--- src/rtl/scd_pkg.sv ---
// package: register map, field positions, states and timing for the stop collision block
package scd_pkg;
  // register byte offsets on apb
  localparam logic [7:0] OFF_TRANSFER_BUFFER = 8'h00;
  localparam logic [7:0] OFF_RATE_RELOAD = 8'h04;
  localparam logic [7:0] OFF_PORT_CONTROL_ONE = 8'h08;
  localparam logic [7:0] OFF_PORT_CONTROL_TWO = 8'h0C;
  localparam logic [7:0] OFF_PORT_STATUS = 8'h10;
  localparam logic [7:0] OFF_IRQ_STATUS = 8'h14;
  localparam logic [7:0] OFF_IRQ_ENABLE = 8'h18;
  localparam logic [7:0] OFF_IRQ_CLEAR = 8'h1C;
  localparam logic [7:0] OFF_LINE_STATE = 8'h20;
  // field positions
  localparam int STOP_SEQ_EN_BIT = 2;
  localparam int PORT_STOP_SEEN_BIT = 4;
  localparam int PORT_START_SEEN_BIT = 3;
  localparam int IRQ_PORT_EVENT_BIT = 0;
  localparam int IRQ_COLLISION_BIT = 1;
  localparam int CTRL_ONE_ENABLE_BIT = 5;
  localparam int RELOAD_W = 7;
  // reset values
  localparam logic [7:0] RST_REG8 = 8'h00;
  localparam logic [1:0] RST_IRQ = 2'h0;
  localparam logic [6:0] RST_RELOAD = 7'h00;
  localparam logic [31:0] APB_ZERO = 32'h0000_0000;
  // timing: system clock rate and synchroniser depth on the bus pins
  localparam int CLK_HZ = 20_000_000;
  localparam int SYNC_STAGES = 2;

  // stop sequence states
  typedef enum logic [2:0] {
    ST_IDLE = 3'b000,
    ST_SDA_LOW = 3'b001,
    ST_SCL_REL = 3'b010,
    ST_COUNT = 3'b011,
    ST_SDA_REL = 3'b100,
    ST_CHECK = 3'b101,
    ST_FINISH = 3'b110
  } scd_state_t;

  // bus lines as seen after synchronisation
  typedef struct packed {
    logic scl;
    logic sda;
  } scd_lines_t;

  // apb request bundle
  typedef struct packed {
    logic sel;
    logic enable;
    logic write;
    logic [7:0] addr;
    logic [31:0] wdata;
  } scd_apb_req_t;
endpackage

--- src/rtl/scd_line_sync.sv ---
// module: two-flop synchroniser and edge finder for the scl and sda pins
`timescale 1ns/1ps
module scd_line_sync
  import scd_pkg::*;
(
  // clock and reset
  input wire logic clk,
  input wire logic rst_n,
  // raw pins
  input wire logic scl_in,
  input wire logic sda_in,
  // synchronised view
  output scd_lines_t lines,
  output logic stop_seen,
  output logic start_seen
);
  logic [1:0] meta;
  scd_lines_t prev;

  // first stage feeds only the second; released lines idle high
  always_ff @(posedge clk) begin
    if (!rst_n) begin
      meta <= 2'h3;
      lines <= '1;
      prev <= '1;
    end else begin
      meta <= {scl_in, sda_in};
      lines <= meta;
      prev <= lines;
    end
  end

  // stop is sda rising while scl high, start is sda falling while scl high
  always_comb begin
    stop_seen = lines.scl && prev.scl && lines.sda && !prev.sda;
    start_seen = lines.scl && prev.scl && !lines.sda && prev.sda;
  end
endmodule // scd_line_sync

--- src/rtl/scd_stop_collision.sv ---
// module: i2c master stop sequence with bus collision detection and apb registers
//
// The APB slave port and the address map were left to the implementer.
`timescale 1ns/1ps
module scd_stop_collision
  import scd_pkg::*;
(
  // clock and reset
  input wire logic clk,
  input wire logic rst_n,
  // apb slave
  input wire logic psel,
  input wire logic penable,
  input wire logic pwrite,
  input wire logic [7:0] paddr,
  input wire logic [31:0] pwdata,
  output logic [31:0] prdata,
  output logic pready,
  output logic pslverr,
  // i2c pins, open drain: oe_n low means pull low
  input wire logic scl_in,
  output logic scl_out,
  output logic scl_oe_n,
  input wire logic sda_in,
  output logic sda_out,
  output logic sda_oe_n,
  // interrupt
  output logic irq
);
  scd_apb_req_t req;
  scd_lines_t lines;
  scd_state_t state;
  logic stop_seen;
  logic start_seen;
  logic [7:0] transfer_buffer;
  logic [7:0] rate_reload;
  logic [7:0] port_control_one;
  logic stop_sequence_enable;
  logic [7:0] ctrl_two_other;
  logic stop_flag;
  logic start_flag;
  logic write_collision;
  logic [1:0] irq_status;
  logic [1:0] irq_enable;
  logic [RELOAD_W-1:0] bit_rate_counter;
  logic drive_sda_low;
  logic drive_scl_low;
  logic collision;
  logic seq_done;
  logic wr_en;
  logic rd_en;
  logic addr_ok;
  logic [1:0] irq_set;
  logic [1:0] irq_clr;

  // one bundled view of the apb inputs shared by decode, write and read paths
  assign req = '{sel: psel, enable: penable, write: pwrite, addr: paddr, wdata: pwdata};

  // address decode, used only for the pslverr response to writes and reads
  function automatic logic is_mapped(input logic [7:0] a);
    if (a == OFF_TRANSFER_BUFFER) is_mapped = 1'b1;
    else if (a == OFF_RATE_RELOAD) is_mapped = 1'b1;
    else if (a == OFF_PORT_CONTROL_ONE) is_mapped = 1'b1;
    else if (a == OFF_PORT_CONTROL_TWO) is_mapped = 1'b1;
    else if (a == OFF_PORT_STATUS) is_mapped = 1'b1;
    else if (a == OFF_IRQ_STATUS) is_mapped = 1'b1;
    else if (a == OFF_IRQ_ENABLE) is_mapped = 1'b1;
    else if (a == OFF_IRQ_CLEAR) is_mapped = 1'b1;
    else if (a == OFF_LINE_STATE) is_mapped = 1'b1;
    else is_mapped = 1'b0;
  endfunction

  scd_line_sync u_sync (
    .clk(clk),
    .rst_n(rst_n),
    .scl_in(scl_in),
    .sda_in(sda_in),
    .lines(lines),
    .stop_seen(stop_seen),
    .start_seen(start_seen)
  );

  // zero-wait apb: every access completes in its first access cycle
  assign pready = 1'b1;
  assign addr_ok = is_mapped(req.addr);
  assign wr_en = req.sel && req.enable && req.write;
  assign rd_en = req.sel && !req.enable && !req.write;
  assign pslverr = req.sel && req.enable && !addr_ok;

  // plain software registers
  always_ff @(posedge clk) begin
    if (!rst_n) begin
      rate_reload <= RST_REG8;
      port_control_one <= RST_REG8;
      ctrl_two_other <= RST_REG8;
      irq_enable <= RST_IRQ;
      transfer_buffer <= RST_REG8;
    end else if (wr_en) begin
      if (req.addr == OFF_RATE_RELOAD) begin
        rate_reload <= req.wdata[7:0];
      end else if (req.addr == OFF_PORT_CONTROL_ONE) begin
        port_control_one <= req.wdata[7:0];
      end else if (req.addr == OFF_PORT_CONTROL_TWO) begin
        ctrl_two_other <= req.wdata[7:0];
      end else if (req.addr == OFF_IRQ_ENABLE) begin
        irq_enable <= req.wdata[1:0];
      end else if (req.addr == OFF_TRANSFER_BUFFER && state == ST_IDLE) begin
        transfer_buffer <= req.wdata[7:0]; // blocked while a stop is running
      end
    end
  end

  // write collision: buffer write refused during a stop sequence
  always_ff @(posedge clk) begin
    if (!rst_n) begin
      write_collision <= 1'b0;
    end else if (wr_en && req.addr == OFF_TRANSFER_BUFFER && state != ST_IDLE) begin
      write_collision <= 1'b1;
    end else if (wr_en && req.addr == OFF_PORT_CONTROL_ONE && !req.wdata[7]) begin
      write_collision <= 1'b0;
    end
  end

  // stop enable: set by software, cleared by hardware on finish or collision
  always_ff @(posedge clk) begin
    if (!rst_n) begin
      stop_sequence_enable <= 1'b0;
    end else if (collision || seq_done) begin
      stop_sequence_enable <= 1'b0;
    end else if (wr_en && req.addr == OFF_PORT_CONTROL_TWO) begin
      stop_sequence_enable <= req.wdata[STOP_SEQ_EN_BIT];
    end
  end

  // stop and start seen bits in the status register
  always_ff @(posedge clk) begin
    if (!rst_n) begin
      stop_flag <= 1'b0;
      start_flag <= 1'b0;
    end else if (!port_control_one[CTRL_ONE_ENABLE_BIT]) begin
      stop_flag <= 1'b0; // cleared while the port is disabled
      start_flag <= 1'b0;
    end else if (stop_seen) begin
      stop_flag <= 1'b1;
      start_flag <= 1'b0;
    end else if (start_seen) begin
      start_flag <= 1'b1;
      stop_flag <= 1'b0;
    end
  end

  // stop sequence engine
  // every level seen here lags the pins by the registered enables and two
  // synchroniser flops, so a wait only trusts a line once the level that this
  // block caused itself has come through the pipeline
  always_ff @(posedge clk) begin
    if (!rst_n) begin
      state <= ST_IDLE;
      bit_rate_counter <= RST_RELOAD;
    end else begin
      case (state)
        ST_IDLE: begin
          if (stop_sequence_enable && port_control_one[CTRL_ONE_ENABLE_BIT]) begin
            state <= ST_SDA_LOW;
          end
        end
        ST_SDA_LOW: begin
          // wait for our own scl pull too: a stale high scl would otherwise skip
          // clock arbitration and read as a collision once the low arrives
          if (!lines.sda && !lines.scl) begin
            state <= ST_SCL_REL;
          end
        end
        ST_SCL_REL: begin
          if (lines.scl) begin
            bit_rate_counter <= rate_reload[RELOAD_W-1:0];
            state <= ST_COUNT;
          end
        end
        ST_COUNT: begin
          if (collision) begin
            state <= ST_IDLE;
          end else if (bit_rate_counter == RST_RELOAD) begin
            bit_rate_counter <= rate_reload[RELOAD_W-1:0];
            state <= ST_SDA_REL;
          end else begin
            bit_rate_counter <= bit_rate_counter - 7'h01;
          end
        end
        ST_SDA_REL: begin
          if (collision) begin
            state <= ST_IDLE;
          end else if (bit_rate_counter == RST_RELOAD) begin
            state <= ST_CHECK;
          end else begin
            bit_rate_counter <= bit_rate_counter - 7'h01;
          end
        end
        ST_CHECK: begin
          if (collision) begin
            state <= ST_IDLE;
          end else begin
            bit_rate_counter <= rate_reload[RELOAD_W-1:0];
            state <= ST_FINISH;
          end
        end
        ST_FINISH: begin
          if (bit_rate_counter == RST_RELOAD) begin
            state <= ST_IDLE;
          end else begin
            bit_rate_counter <= bit_rate_counter - 7'h01;
          end
        end
        default: begin
          state <= ST_IDLE;
        end
      endcase
    end
  end

  // collision cases: scl pulled low before sda release, sda low after timeout
  // in the release window a low scl still counts until sda is seen high
  always_comb begin
    collision = 1'b0;
    if (state == ST_COUNT && !lines.scl) begin
      collision = 1'b1;
    end else if (state == ST_SDA_REL && !lines.scl && !lines.sda) begin
      collision = 1'b1;
    end else if (state == ST_CHECK && !lines.sda) begin
      collision = 1'b1;
    end
  end
  assign seq_done = state == ST_FINISH && bit_rate_counter == RST_RELOAD;

  // line drivers: only pull low or release
  // enables are registered so the pins never glitch while the state decodes
  always_comb begin
    drive_sda_low = state == ST_SDA_LOW || state == ST_SCL_REL || state == ST_COUNT;
    drive_scl_low = state == ST_SDA_LOW;
  end
  always_ff @(posedge clk) begin
    if (!rst_n) begin
      sda_oe_n <= 1'b1;
      scl_oe_n <= 1'b1;
    end else begin
      sda_oe_n <= !(drive_sda_low && !collision);
      scl_oe_n <= !(drive_scl_low && !collision);
    end
  end
  assign sda_out = 1'b0;
  assign scl_out = 1'b0;

  // sticky interrupt sources: set wins over clear
  // the interrupt is a plain level: software clears the cause, not the pin
  always_comb begin
    irq_set = 2'h0;
    irq_set[IRQ_COLLISION_BIT] = collision;
    irq_set[IRQ_PORT_EVENT_BIT] = seq_done || stop_seen;
    irq_clr = (wr_en && req.addr == OFF_IRQ_CLEAR) ? req.wdata[1:0] : 2'h0;
  end
  always_ff @(posedge clk) begin
    if (!rst_n) begin
      irq_status <= RST_IRQ;
    end else begin
      irq_status <= (irq_status & ~irq_clr) | irq_set;
    end
  end
  assign irq = |(irq_status & irq_enable);

  // read data, registered in the setup cycle
  // loading it there lets pready stay high with no wait state
  always_ff @(posedge clk) begin
    if (!rst_n) begin
      prdata <= APB_ZERO;
    end else if (rd_en) begin
      if (req.addr == OFF_TRANSFER_BUFFER) begin
        prdata <= {24'h0, transfer_buffer};
      end else if (req.addr == OFF_RATE_RELOAD) begin
        prdata <= {24'h0, rate_reload};
      end else if (req.addr == OFF_PORT_CONTROL_ONE) begin
        prdata <= {24'h0, write_collision, port_control_one[6:0]};
      end else if (req.addr == OFF_PORT_CONTROL_TWO) begin
        prdata <= {24'h0, ctrl_two_other[7:3], stop_sequence_enable, ctrl_two_other[1:0]};
      end else if (req.addr == OFF_PORT_STATUS) begin
        prdata <= {27'h0, stop_flag, start_flag, 3'h0};
      end else if (req.addr == OFF_IRQ_STATUS) begin
        prdata <= {30'h0, irq_status};
      end else if (req.addr == OFF_IRQ_ENABLE) begin
        prdata <= {30'h0, irq_enable};
      end else if (req.addr == OFF_LINE_STATE) begin
        prdata <= {27'h0, state, lines};
      end else begin
        prdata <= APB_ZERO;
      end
    end
  end
endmodule // scd_stop_collision

--- config.mk ---
export PLATFORM = sky130hd
export DESIGN_NAME = scd_stop_collision
export DESIGN_NICKNAME = d
export VERILOG_FILES = /design/src/rtl/scd_pkg.sv /design/src/rtl/scd_line_sync.sv /design/src/rtl/scd_stop_collision.sv
export SDC_FILE = /design/constraint.sdc
export NUM_CORES = 1
export LEC_CHECK = 0
export BUFFER_PORTS_ARGS = -buffer_cell sky130_fd_sc_hd__buf_2
export CORE_AREA = 2 2 85 79
export CTS_CLUSTER_SIZE = 24
export DETAILED_ROUTE_END_ITERATION = 6
export DIE_AREA = 0 0 87 81
export PLACE_DENSITY = 0.92
export SLEW_MARGIN = 20
export SYNTH_ARGS = -nofsm -noshare
export SYNTH_HDL_FRONTEND = slang
export SYNTH_SLANG_ARGS = --single-unit
--- constraint.sdc ---
create_clock -name clk -period 3.9 [get_ports clk]
set_clock_uncertainty 0.05 [all_clocks]
set_input_delay 0.975 -clock clk [delete_from_list [all_inputs] [get_ports clk]]
set_output_delay 0.975 -clock clk [all_outputs]
set_load 0.02 [all_outputs]
==> out/qor.tcl <==
set qor(outcome) {complete, no violations}
set qor(setup_repair_after_global_routing_missed_its_margin) {no}
set qor(category_of_the_critical_setup_timing_path) {input port to primary output}
set qor(r2r_setup_slack_ps) 1610
set qor(post-route-drc-count) 0
set qor(setup_viol) 0
set qor(design_area_mm2) 0.00369
set qor(fin_setup_tns_ps) 0
set qor(seq_area_frac_synth_pct) 36.8
set qor(synth.cell_area_mm2) 0.00348
set qor(setup_ws_ps) 484
set qor(io_pins) 86
set qor(detailedPlace.worstSlack_ps) 490
set qor(postRouteAntennaNets) 0
set qor(hold_class) {register to register}
set qor(timing.final.crit_share_pct) 87.6
set qor(syn_avg_cell_area_um2) 8.14
set qor(die_area_mm2) 0.00705
set qor(vias_in_the_first_global_route) 2932
set qor(cts_resized) 0
set qor(antenna_cells) 0
set qor(clk_path_buf_depth) 2
set qor(grt_pass1_wl_um) 14300
set qor(synthArstFlopShare_pct) 0
set qor(final_core_density_pct) 58.8
set qor(postCtsHoldBufs) 0
set qor(synth_enable_flop_cells) 0
set qor(critical_path_capture_point_type) {primary output}
set qor(place.port_buffers) 34
set qor(r2r-start) {state[1]$_SDFFE_PN0P_}
set qor(initial_standard_cell_utilization_of_the_core_pct) 55.4
set qor(instance_count_along_the_most_critical_hold_path) 1
set qor(design.core.area_mm2) 0.00627
set qor(num_rows) 28
set qor(firstDrtPassIters) 5
set qor(ir_worst_vdd_mv) 0.283
set qor(worst_slew_pin_slew_ps) 683
set qor(route.detailed.vias_per_inst) 6.03
set qor(postPlaceCellArea_mm2) 0.00353
set qor(postRouteWirelength_um) 8700
set qor(areaGrowthSynthToFinish_pct) 6.05
set qor(maxCapViolCount) 0
set qor(cts-root-buf) {clkbuf_8}
set qor(drt-initial-drc-count) 248
set qor(pwr_density_cell_mw_per_mm2) 337
set qor(final_layout_size_suffix_gt1_share_pct) 15.5
set qor(post_synthesis_cell_type_count) 59
set qor(cts_sinks) 64
set qor(postSynthCellCount) 427
set qor(max_clock_freq_ghz) 0.293
set qor(min_period_ps) 3420
set qor(wp_data_arrival_ps) 2390
set qor(clock_slew_at_reported_path_ffs_ps) 60
set qor(post_cts.repair.setup_buffers) 0
set qor(final_hold_viol_count) 0
set qor(grt_usage_pct) 26.4
set qor(worst-endpoint-required_ps) 2870
set qor(timing_max_transition_violations_final) 0
set qor(antenna_found_initial) 0
set qor(crit_path_start_kind) {input port}
set qor(floorplan.die.height_um) 81
set qor(max-slew-margin-rel_pct) 54.4
set qor(grt_overflow_total) 0
set qor(clkLatencyLatePin_ps) 350
set qor(vias) 3172
set qor(synth_seq_cells) 64
set qor(htreeDepth) 3
set qor(nFillCells) 575
set qor(finalNetCount) 496
set qor(reg2regPathDepth) 5
set qor(dp_hpwl_um) 6110
set qor(cts_tree) {yes}
set qor(post_drt_wl_per_cell_um) 16.5
set qor(critical_path.reg2reg.endpoint) {bit_rate_counter[0]$_SDFFE_PN0P_}
set qor(grt_max_degree) 39
set qor(die_width_um) 87
set qor(cts-buffers-inserted) 9
set qor(holdPathEnd) {u_sync.lines[0]$_SDFF_PN1_}
set qor(p_leak_nw) 1.41
set qor(beginning_of_the_worst_hold_path) {u_sync.meta[0]$_SDFF_PN1_}
set qor(gp_congestion) 0.964
set qor(crit_path_max_fanout) 8
set qor(ys.warnings.count) 0
set qor(ys.flop_type) {dfxtp_1}
==> per-stage QoR <==
step	hold slack (ps)	power [mW]	instances
CTS	374	1.25	526
global placement	348	0.775	511
floorplan	336	0.766	452
global route	390	1.29	526
detailed placement	352	0.777	511
finish	372	1.24	526
==> per-layer routing <==
layer  share of wire (%)  GRT usage [%]
met1                  43           33.9
met2                  45           41.1
met3                 9.3           7.72
met4                 2.8           11.6
met5                   0              0
==> flip-flops by register name, summed over array words and instances, names as in the netlist <==
| register | cells |
|---|---|
| bit_rate_counter | 7 |
| ctrl_two_other | 7 |
| irq_enable | 2 |
| irq_status | 2 |
| port_control_one | 7 |
| prdata | 8 |
| rate_reload | 8 |
| scl_oe_n | 1 |
| sda_oe_n | 1 |
| start_flag | 1 |
| state | 3 |
| stop_flag | 1 |
| stop_sequence_enable | 1 |
| transfer_buffer | 8 |
| u_sync.lines | 2 |
| u_sync.meta | 2 |
| u_sync.prev | 2 |
| write_collision | 1 |
==> cell usage in the layout (no fill, tap or decap), types with 3 or more instances in the layout <==
cell type / synthesis / layout
a211oi_1: 6 / 6
a21oi_1: 29 / 29
a221oi_1: 3 / 3
a22oi_1: 4 / 4
and3_1: 6 / 6
buf_2: 1 / 34
buf_4: 29 / 5
clkbuf_8: 0 / 9
clkinv_2: 0 / 3
conb_1: 2 / 27
dfxtp_1: 64 / 64
inv_1: 8 / 8
mux2i_1: 17 / 17
mux4_2: 4 / 4
nand2_1: 52 / 52
nand2b_1: 10 / 10
nand3_1: 36 / 36
nor2_1: 34 / 34
nor2b_1: 7 / 7
nor3_1: 10 / 10
nor4_1: 3 / 3
o21a_1: 4 / 4
o21ai_0: 16 / 16
o21ai_1: 3 / 3
o22ai_1: 8 / 8
o31ai_1: 3 / 3
o32ai_1: 3 / 3
==> worst max-delay path: stages <==
cell and delay [ps]:
buf_2 90, or4_4 600, nor2_1 240, and3_1 240, nor3_1 70, buf_2 170
==> kinds of logic after synthesis <==
family	share of synthesized area, %
simple gates	25.3
compound gates	18.6
buf+inv	10.8
flops	36.8
mux	7.48
fa+ha+maj	0.720
other cells	0.216
==> worst max path at each step <==
stage             start      end  slack [ps]
2_1_floorplan  paddr[4]  pslverr         580
3_3_place_gp   paddr[1]  pslverr         510
3_5_place_dp   paddr[1]  pslverr         490
4_1_cts        paddr[1]  pslverr         490
5_1_grt        paddr[1]  pslverr         390
6_report       paddr[1]  pslverr         480
==> layout make-up <==
| class | count | area [um2] | area share, % |
|---|---|---|---|
| Timing Repair Buffer | 39 | 208 | 5.63 |
| Multi-Input combinational cell | 323 | 1910 | 51.9 |
| Clock inverter | 4 | 22.5 | 0.611 |
| Sequential cell | 64 | 1280 | 34.7 |
| Inverter | 10 | 37.5 | 1.02 |
| Tap cell | 75 | 93.8 | 2.54 |
| Clock buffer | 11 | 131 | 3.56 |
==> report_power, final <==
group	internal (mW)	switching, mW	total (mW)
sequential	0.657	0.00409	0.661
combinational	0.0261	0.0775	0.104
clock	0.224	0.254	0.478
total	0.907	0.336	1.24
==> synthesized netlist by cell type (2+ instances only) <==
| cell | instances | area, um2 |
|---|---|---|
| a21boi_0 | 2 | 15.0 |
| dfxtp_1 | 64 | 1280 |
| o22ai_1 | 8 | 50.1 |
| mux4_2 | 4 | 90.1 |
| o31a_1 | 2 | 17.5 |
| a211oi_1 | 6 | 45.0 |
| buf_1 | 2 | 7.51 |
| nor2b_1 | 7 | 43.8 |
| nand2_1 | 52 | 195 |
| o21ai_1 | 3 | 15.0 |
| nand2b_1 | 10 | 62.6 |
| o21ai_0 | 16 | 80.1 |
| nor2_1 | 34 | 128 |
| a2111oi_0 | 2 | 17.5 |
| mux2i_1 | 17 | 170 |
| nand3b_1 | 2 | 15.0 |
| a31o_2 | 2 | 17.5 |
| or2_2 | 2 | 12.5 |
| o21a_1 | 4 | 30.0 |
| inv_1 | 8 | 30.0 |
| buf_4 | 29 | 218 |
| and3_1 | 6 | 37.5 |
| nor3_1 | 10 | 50.1 |
| clkbuf_1 | 20 | 75.1 |
| o311ai_0 | 2 | 17.5 |
| a21oi_1 | 29 | 145 |
| ha_1 | 2 | 25.0 |
| conb_1 | 2 | 7.51 |
| buf_6 | 3 | 33.8 |
| a221oi_1 | 3 | 26.3 |
| o31ai_1 | 3 | 22.5 |
| nor4_1 | 3 | 18.8 |
| a22oi_1 | 4 | 30.0 |
| and2_1 | 2 | 12.5 |
| nand3_1 | 36 | 180 |
| o32ai_1 | 3 | 26.3 |
Note: power is estimated with default switching activity, not from simulation.
